==> src/hw/pic_pkg.sv <==
// Purpose: shared constants and carriers for the priority interrupt block
// Assumes: byte-wide host port on the same clock as the controller
// Notes: port offsets are the byte addresses seen by the host
package pic_pkg;
    localparam logic [7:0] PORT_LOWER = 8'hc0;
    localparam logic [7:0] PORT_UPPER = 8'hc2;
    localparam int NUM_LEVELS = 8;
    // values after reset, and the level given when no request is eligible
    localparam logic [7:0] MASK_RESET = 8'h00;
    localparam logic [2:0] BOTTOM_RESET = 3'h7;
    localparam logic [4:0] VECTOR_BASE_RESET = 5'h00;
    localparam logic [2:0] SPURIOUS_LEVEL = 3'h7;
    // field positions of the lower- and upper-port words
    localparam int FIRST_INIT_BIT = 4;
    localparam int EDGE_MODE_BIT = 3;
    localparam int READBACK_BIT = 3;
    localparam int POLL_BIT = 2;
    localparam int RB_ENABLE_BIT = 1;
    localparam int RB_SELECT_BIT = 0;
    localparam int SMM_ENABLE_BIT = 6;
    localparam int SMM_VALUE_BIT = 5;
    localparam int AUTO_EOS_BIT = 1;
    localparam int VEC_LSB = 3;
    // priority operation codes, bits 7..5
    localparam logic [2:0] OP_CLR_ROT_AUTO = 3'h0;
    localparam logic [2:0] OP_EOS = 3'h1;
    localparam logic [2:0] OP_SPEC_EOS = 3'h3;
    localparam logic [2:0] OP_SET_ROT_AUTO = 3'h4;
    localparam logic [2:0] OP_ROT_EOS = 3'h5;
    localparam logic [2:0] OP_SET_BOTTOM = 3'h6;
    localparam logic [2:0] OP_ROT_SPEC_EOS = 3'h7;

    typedef enum logic [1:0] {st_uninit, st_vec, st_opt, st_run} init_e;

    typedef struct packed {
        logic cs;
        logic wr;
        logic rd;
        logic [7:0] addr;
        logic [7:0] wdata;
    } bus_req_s;

    typedef struct packed {
        logic found;
        logic [2:0] level;
        logic [2:0] rank;
    } pick_s;
endpackage

==> src/hw/priority_interrupt_controller.sv <==
// Purpose: eight-level programmable priority interrupt controller
// Assumes: host strobes are one-cycle pulses on mclk; request pins async
// Notes: registers sit at the lower and upper host ports only
//
// Functional notes
// - eight request levels, 0 highest and 7 lowest by default.
// - fully nested priority after init unless software rotates.
// - in service blocks equal or lower levels, higher still pass.
// - in-service bit stays until end-of-service command or auto clear.
// - automatic rotation makes the serviced level the lowest.
// - automatic rotation advances at acknowledge in automatic end-of-service mode, or on a rotating end-of-service command.
// - specific rotation: software names bottom, next level becomes top.
// - rotating specific end-of-service clears named level and makes it bottom.
// - bottom level may be set anytime without ending service.
// - each input is maskable only after the third init word; init clears the mask.
// - masked in-service level still blocks lower ones without special mode.
// - special mask mode lets lower levels through until reset.
// - poll read acts as acknowledge and returns highest pending level.
// - keeps pending, in-service and masked sets of eight bits.
// - host selects a set by command word, then reads it back.
// - exactly three init words; normal operation after the third.
// - first-word bit 3 picks level (0) or rising edge (1) requests.
// - vector upper bits from second word, low bits are the level.
// - third-word bit 1 enables automatic end-of-service.
// - non-specific end-of-service clears highest in-service bit.
// - 0ah selects pending read-back, 0bh in-service read-back.
// - mask byte bit n masks input n; upper port read gives mask.
// - 68h sets and 48h resets special mask mode.
`timescale 1ns/1ps
module priority_interrupt_controller
    import pic_pkg::*;
(
    // clock and reset
    input wire logic mclk,
    input wire logic rst,
    // host port
    input wire bus_req_s bus,
    output logic [7:0] rdata,
    output logic rdata_valid,
    // request pins
    input wire logic [7:0] request_input,
    // processor side
    output logic intr,
    input wire logic ack,
    output logic [7:0] vector,
    output logic vector_valid
);
    init_e state, next_state;
    logic [4:0] vector_upper_bits, next_vector_upper_bits;
    logic edge_mode, next_edge_mode;
    logic auto_end_of_service, next_auto_end_of_service;
    logic rot_auto, next_rot_auto;
    logic smm, next_smm;
    logic poll, next_poll;
    logic rb_isr, next_rb_isr;
    logic [7:0] masked_level_set, next_masked_level_set;
    logic [7:0] in_service_set, next_in_service_set;
    logic [7:0] edge_latch, next_edge_latch;
    logic [2:0] bottom, next_bottom;
    logic [7:0] next_rdata;
    logic next_rdata_valid;
    logic next_intr;
    logic [7:0] next_vector;
    logic next_vector_valid;

    logic [7:0] req_level;
    logic [7:0] req_rise;
    logic [7:0] pending_request_set;
    logic [7:0] blocking_set;
    pick_s req_pick, blk_pick, isr_pick;
    logic armed, eligible, ack_evt;
    logic is_lo, is_hi, wr_lo, wr_hi, rd_lo, rd_hi;
    logic [2:0] op;
    logic [2:0] level_code_bits;

    req_sync #(
        .WIDTH(NUM_LEVELS)
    ) u_sync (
        .mclk(mclk),
        .rst(rst),
        .din(request_input),
        .level(req_level),
        .rise(req_rise)
    );

    // edge requests stay pending only while the input is still high
    assign pending_request_set = edge_mode ? (edge_latch & req_level)
                                           : req_level;
    // special mask mode lets masked in-service levels stop blocking
    assign blocking_set = smm ? (in_service_set & ~masked_level_set)
                              : in_service_set;

    priority_pick u_req (
        .vec(pending_request_set & ~masked_level_set),
        .bottom(bottom),
        .res(req_pick)
    );

    priority_pick u_blk (
        .vec(blocking_set),
        .bottom(bottom),
        .res(blk_pick)
    );

    priority_pick u_isr (
        .vec(in_service_set),
        .bottom(bottom),
        .res(isr_pick)
    );

    assign armed = (state == st_run);
    // equal rank means same level already in service, so it is held off
    assign eligible = armed && req_pick.found
        && (!blk_pick.found || req_pick.rank < blk_pick.rank);
    assign is_lo = bus.cs && (bus.addr == PORT_LOWER);
    assign is_hi = bus.cs && (bus.addr == PORT_UPPER);
    assign wr_lo = is_lo && bus.wr;
    assign wr_hi = is_hi && bus.wr;
    assign rd_lo = is_lo && bus.rd;
    assign rd_hi = is_hi && bus.rd;
    assign ack_evt = armed && (ack || (rd_lo && poll));
    assign op = bus.wdata[7:5];
    assign level_code_bits = bus.wdata[2:0];

    always_comb
    begin
        logic [7:0] isr_clr;
        logic [7:0] isr_set;
        logic [7:0] edge_clr;
        logic [2:0] taken;
        isr_clr = '0;
        isr_set = '0;
        edge_clr = '0;
        taken = eligible ? req_pick.level : SPURIOUS_LEVEL;
        next_state = state;
        next_vector_upper_bits = vector_upper_bits;
        next_edge_mode = edge_mode;
        next_auto_end_of_service = auto_end_of_service;
        next_rot_auto = rot_auto;
        next_smm = smm;
        next_poll = poll;
        next_rb_isr = rb_isr;
        next_masked_level_set = masked_level_set;
        next_bottom = bottom;
        next_rdata = rdata;
        next_rdata_valid = 1'b0;
        next_vector = vector;
        next_vector_valid = 1'b0;

        // acknowledge, by strobe or by a poll read
        if (ack_evt)
        begin
            if (eligible)
            begin
                edge_clr[taken] = 1'b1;
                if (!auto_end_of_service)
                    isr_set[taken] = 1'b1;
                else if (rot_auto)
                    next_bottom = taken;
            end
            if (!(rd_lo && poll))
            begin
                next_vector = {vector_upper_bits, taken};
                next_vector_valid = 1'b1;
            end
        end

        // host writes to the lower port
        if (wr_lo)
        begin
            if (bus.wdata[FIRST_INIT_BIT])
            begin
                // restarts the init sequence from a known state
                next_state = st_vec;
                next_edge_mode = bus.wdata[EDGE_MODE_BIT];
                next_masked_level_set = MASK_RESET;
                isr_clr = 8'hff;
                edge_clr = 8'hff;
                next_bottom = BOTTOM_RESET;
                next_smm = 1'b0;
                next_poll = 1'b0;
                next_rb_isr = 1'b0;
                next_rot_auto = 1'b0;
                next_auto_end_of_service = 1'b0;
            end
            else if (bus.wdata[READBACK_BIT])
            begin
                if (bus.wdata[RB_ENABLE_BIT])
                    next_rb_isr = bus.wdata[RB_SELECT_BIT];
                next_poll = bus.wdata[POLL_BIT];
                if (bus.wdata[SMM_ENABLE_BIT])
                    next_smm = bus.wdata[SMM_VALUE_BIT];
            end
            else
            begin
                case (op)
                    OP_EOS:
                        isr_clr[isr_pick.level] = isr_pick.found;
                    OP_ROT_EOS:
                    begin
                        isr_clr[isr_pick.level] = isr_pick.found;
                        if (isr_pick.found)
                            next_bottom = isr_pick.level;
                    end
                    OP_SPEC_EOS:
                        isr_clr[level_code_bits] = 1'b1;
                    OP_ROT_SPEC_EOS:
                    begin
                        isr_clr[level_code_bits] = 1'b1;
                        next_bottom = level_code_bits;
                    end
                    OP_SET_BOTTOM:
                        next_bottom = level_code_bits;
                    OP_SET_ROT_AUTO:
                        next_rot_auto = 1'b1;
                    OP_CLR_ROT_AUTO:
                        next_rot_auto = 1'b0;
                    default:
                        next_rot_auto = rot_auto;
                endcase
            end
        end

        // host writes to the upper port
        if (wr_hi)
        begin
            case (state)
                st_vec:
                begin
                    next_vector_upper_bits = bus.wdata[7:VEC_LSB];
                    next_state = st_opt;
                end
                st_opt:
                begin
                    next_auto_end_of_service = bus.wdata[AUTO_EOS_BIT];
                    next_state = st_run;
                end
                st_run:
                    next_masked_level_set = bus.wdata;
                default:
                    next_state = state;
            endcase
        end

        // reads return registered data one cycle later
        if (bus.cs && bus.rd)
        begin
            next_rdata_valid = 1'b1;
            if (rd_lo && poll)
            begin
                next_rdata = {eligible, 4'h0, taken};
                next_poll = 1'b0;
            end
            else if (rd_lo)
                next_rdata = rb_isr ? in_service_set
                                    : pending_request_set;
            else if (rd_hi)
                next_rdata = masked_level_set;
            else
                next_rdata = 8'h00;
        end

        // a new acknowledge outweighs a clear in the same cycle
        next_in_service_set = (in_service_set & ~isr_clr) | isr_set;
        next_edge_latch = (edge_latch & ~edge_clr) | req_rise;
        // drop the request as soon as it is taken
        next_intr = eligible && !ack_evt;
    end

    always_ff @(posedge mclk)
    begin
        if (rst)
        begin
            state <= st_uninit;
            vector_upper_bits <= VECTOR_BASE_RESET;
            edge_mode <= 1'b0;
            auto_end_of_service <= 1'b0;
            rot_auto <= 1'b0;
            smm <= 1'b0;
            poll <= 1'b0;
            rb_isr <= 1'b0;
            masked_level_set <= MASK_RESET;
            in_service_set <= '0;
            edge_latch <= '0;
            bottom <= BOTTOM_RESET;
            rdata <= '0;
            rdata_valid <= 1'b0;
            intr <= 1'b0;
            vector <= '0;
            vector_valid <= 1'b0;
        end
        else
        begin
            state <= next_state;
            vector_upper_bits <= next_vector_upper_bits;
            edge_mode <= next_edge_mode;
            auto_end_of_service <= next_auto_end_of_service;
            rot_auto <= next_rot_auto;
            smm <= next_smm;
            poll <= next_poll;
            rb_isr <= next_rb_isr;
            masked_level_set <= next_masked_level_set;
            in_service_set <= next_in_service_set;
            edge_latch <= next_edge_latch;
            bottom <= next_bottom;
            rdata <= next_rdata;
            rdata_valid <= next_rdata_valid;
            intr <= next_intr;
            vector <= next_vector;
            vector_valid <= next_vector_valid;
        end
    end
endmodule

==> src/hw/req_sync.sv <==
// Purpose: two-stage synchroniser for request pins with rise detection
// Assumes: pins are asynchronous to mclk
// Notes: rise is taken from the second and third stages only
`timescale 1ns/1ps
module req_sync #(
    parameter int WIDTH = 8
) (
    // clock and reset
    input wire logic mclk,
    input wire logic rst,
    // pins
    input wire logic [WIDTH-1:0] din,
    // synchronised view
    output logic [WIDTH-1:0] level,
    output logic [WIDTH-1:0] rise
);
    logic [WIDTH-1:0] meta;
    logic [WIDTH-1:0] stage;
    logic [WIDTH-1:0] prev;

    // refused at elaboration: a zero-width bank has no pins to watch
    if (WIDTH < 1)
    begin
        $error("req_sync: WIDTH must be positive");
    end

    always_ff @(posedge mclk)
    begin
        if (rst)
        begin
            meta <= '0;
            stage <= '0;
            prev <= '0;
        end
        else
        begin
            meta <= din;
            stage <= meta;
            prev <= stage;
        end
    end

    assign level = stage;
    assign rise = stage & ~prev;
endmodule

==> src/hw/priority_pick.sv <==
// Purpose: find the highest-ranked set bit under a rotating priority
// Assumes: the level just above bottom ranks first, circularly
// Notes: rank 0 is highest; purely combinational
`timescale 1ns/1ps
module priority_pick
    import pic_pkg::*;
(
    // candidates and rotation
    input wire logic [7:0] vec,
    input wire logic [2:0] bottom,
    // winner
    output pick_s res
);
    always_comb
    begin
        logic [2:0] lvl;
        lvl = '0;
        res = '0;
        // scan from lowest rank upward so the top rank is kept last
        for (int i = NUM_LEVELS - 1; i >= 0; i--)
        begin
            lvl = 3'(bottom + 3'h1 + i[2:0]);
            if (vec[lvl])
            begin
                res.found = 1'b1;
                res.level = lvl;
                res.rank = i[2:0];
            end
        end
    end
endmodule

==> config.mk <==
export PLATFORM = sky130hd
export DESIGN_NAME = priority_interrupt_controller
export DESIGN_NICKNAME = d
export VERILOG_FILES = /design/src/hw/pic_pkg.sv /design/src/hw/priority_interrupt_controller.sv /design/src/hw/req_sync.sv /design/src/hw/priority_pick.sv
export SDC_FILE = /design/constraint.sdc
export NUM_CORES = 1
export LEC_CHECK = 0
export ABC_AREA = 1
export BUFFER_PORTS_ARGS = -buffer_cell sky130_fd_sc_hd__buf_2
export CORE_MARGIN = 2
export CORE_UTILIZATION = 55
export DETAILED_ROUTE_END_ITERATION = 7
export PLACE_DENSITY = 0.74
export SLEW_MARGIN = 25
export SYNTH_ARGS = -nofsm -noshare
export SYNTH_HDL_FRONTEND = slang
export SYNTH_HIERARCHICAL = 1
export SYNTH_SLANG_ARGS = --single-unit
==> constraint.sdc <==
create_clock -name mclk -period 6.5 [get_ports mclk]
set_input_delay 0.975 -clock mclk [delete_from_list [all_inputs] [get_ports mclk]]
set_output_delay 0.975 -clock mclk [all_outputs]
set_load 0.005 [all_outputs]
==> impl_metrics.py <==
metrics = {
    "global_route": {
        "gr-usage-all-layers_pct": 26.51,
        "grt_pass1_wl_um": 27140,
        "grt_max_degree": 51,
        "grt_pass1_vias": 5696,
        "antenna_found_initial": 0,
        "grt-ovfl-total": 0,
    },
    "yosys": {
        "syn_area_per_cell_um2": 6.057,
        "synthCells": 1033,
        "synth_nets": 1074,
        "syn-cell-area_mm2": 0.006257,
        "ys_warn_count": 6,
    },
    "clock_tree": {
        "cts_buffer_depth": 2,
        "cts_resized": 0,
        "clock_sinks": 83,
        "numCtsBuffers": 9,
        "tritoncts": "done",
        "cts_setup_buffers": 0,
        "clockRootBuffer": "clkbuf_16",
        "clkTransAtPathRegs_ns": 0.07,
        "cts_hold_buf": 0,
        "clock_latency_ns": 0.34,
        "htree_levels": 3,
    },
    "sta": {
        "final-hold-violation-count": 0,
        "finalCritPeriodShare_pct": 75.85,
        "whs_ns": 0.3944,
        "setup_viol": 0,
        "grt_setup_unrepaired": "false",
        "finalClockSkew_ns": 0.007571,
        "worst_slew_pin_slew_ns": 0.9479,
        "period_needed_ns": 4.930,
        "fmax_ghz": 0.2028,
        "maxSlewHeadroom_pct": 36.72,
        "final_max_slew_viol_count": 0,
        "fin_tns_setup_ns": 0,
    },
    "power_and_ir_drop": {
        "irDropWorstVdd_mv": 0.2080,
        "power_frac_seq_pct": 47.5,
        "p_comb_share_pct": 9.1,
        "swShare_pct": 26.13,
        "pwr-share-clk_pct": 43.3,
        "power.switching_w": 0.0002865,
        "power_density_mw_per_mm2": 161.3,
        "p_leak_nw": 3.578,
        "intPower_w": 0.0008097,
    },
    "die": {
        "initial_utilization_pct": 56.97,
        "core_area_mm2": 0.01098,
        "die_x_um": 110.7,
        "chipHeight_um": 110.7,
        "row_count": 38,
        "ios": 49,
        "die_area_mm2": 0.01225,
    },
    "status": {
        "status": "complete, no violations",
    },
    "route": {
        "wl_um": 15990,
        "vias": 6479,
        "drt_iter0_markers": 630,
        "drcViolationCount": 0,
        "wl_per_cell_um": 13.16,
        "first_pass_iters": 6,
        "antenna_left": 0,
        "routed_via_density": 5.333,
    },
    "min_path": {
        "hold_start": "u_sync/meta[6]",
        "holdCritPathClass": "flip-flop to flip-flop",
    },
    "setup_path": {
        "start_kind": "flip-flop",
        "cp.arrival_ns": 5.11,
        "worst_setup_path_end_kind": "flip-flop",
        "crit_start": "bottom[0]",
        "cp_max_fo": 38,
        "worst_ep_required_time_ns": 6.68,
        "reg2reg_from": "bottom[0]",
        "crit_type": "flip-flop to flip-flop",
    },
    "flow_run": {
        "cap_violations": 0,
    },
    "final_layout": {
        "n_fill_cell": 1100,
        "drive_gt1_share_pct": 15.18,
        "finalNetCount": 1110,
        "multiInputGateArea_mm2": 0.003827,
        "register_area_mm2": 0.001662,
        "utilization_pct": 61.86,
        "final_area_mm2": 0.006794,
        "synthToLayoutAreaGrowth_pct": 8.578,
    },
    "place": {
        "gp_congestion": 0.9609,
        "hpwl_um": 12430,
        "dpl_cell_area_mm2": 0.006514,
        "portBuffers": 48,
    },
}
worst max-delay path: stages (launching register included):
cell and delay [ns]:
dfxtp_1 0.50, buf_4 0.41, inv_2 0.17, ha_1 0.56, inv_1 0.28, nand2_4 0.14, nand2_4 0.08, inv_4 0.09
nand2_2 0.05, and2_4 0.15, o21ai_2 0.22, inv_2 0.06, nor2_1 0.17, inv_1 0.07, nor3_2 0.11, ha_1 0.26
a21oi_1 0.14, nand2_1 0.10, a21oi_4 0.28, inv_2 0.09, nor2_1 0.42, inv_1 0.12, o21ai_0 0.20, a21oi_1 0.09
layout by cell type (no fill, tap or decap), types with 3 or more instances in the layout:
cell type	count
nand2_1	347
inv_1	131
nand3_1	99
nor2_1	83
dfxtp_1	83
buf_2	48
a21oi_1	40
o21ai_0	38
nand2_2	33
nand2_4	20
inv_2	17
o22ai_1	16
nand4_1	11
ha_1	11
o21ai_1	10
clkbuf_16	9
a21boi_0	8
o211ai_1	7
a211oi_1	6
inv_4	6
o21ai_2	6
nor3_2	5
clkinv_4	3
and2_4	3
state kept, by name, summed over array words and instances (netlist names), 2 cells and up:
name,flops
bottom,3
edge_latch,8
in_service_set,8
masked_level_set,8
rdata,8
state,2
u_sync/level,8
u_sync/meta,8
u_sync/prev,8
vector,8
vector_upper_bits,5
per-layer routing:
layer / vias to the layer above / track usage [%] / routed length, µm
li1: 3377 / - / -
met5: - / 0 / 0
met2: 207 / 43.48 / 7156
met3: 34 / 4.155 / 993
met4: 0 / 8.333 / 472
met1: 2861 / 35.88 / 7366
power groups by stage:
stage	clock network (W)	registers, W	logic, W
2_1_floorplan	0	0.000532	0.0000693
3_3_place_gp	0	0.000532	0.0000986
3_5_place_dp	0	0.000532	0.0000992
4_1_cts	0.000482	0.000521	0.0000994
5_1_grt	0.000504	0.000522	0.000114
6_report	0.000475	0.000521	0.000100
area by class of cell:
| class | count | share of cell area, % |
|---|---|---|
| antenna | 1 | 0.03683 |
| clock buffer | 9 | 3.315 |
| clock inverter | 7 | 0.7735 |
| inverter | 155 | 8.858 |
| multi-input combinational | 771 | 56.34 |
| sequential | 83 | 24.46 |
| tap | 140 | 2.578 |
| timing repair buffer | 49 | 3.646 |
per-stage QoR:
stage          setup WS, ns  total power [W]  instances
2_1_floorplan         2.754        0.0006009       1033
3_3_place_gp          1.849        0.0006308       1198
3_5_place_dp          1.657        0.0006316       1198
4_1_cts               1.609         0.001103       1214
5_1_grt               1.049         0.001140       1214
6_report              1.570         0.001096       1215
final timing paths:
kind | endpoint | slack, ns | cells after the start
worst max-delay path | rdata[2] | 1.57 | 23
worst max register to register | rdata[2] | 1.57 | 23
worst min register to register | u_sync/level[6] | 0.39 | 2
worst min-delay path | u_sync/level[6] | 0.39 | 2
Power figures use the tool's default switching activity.
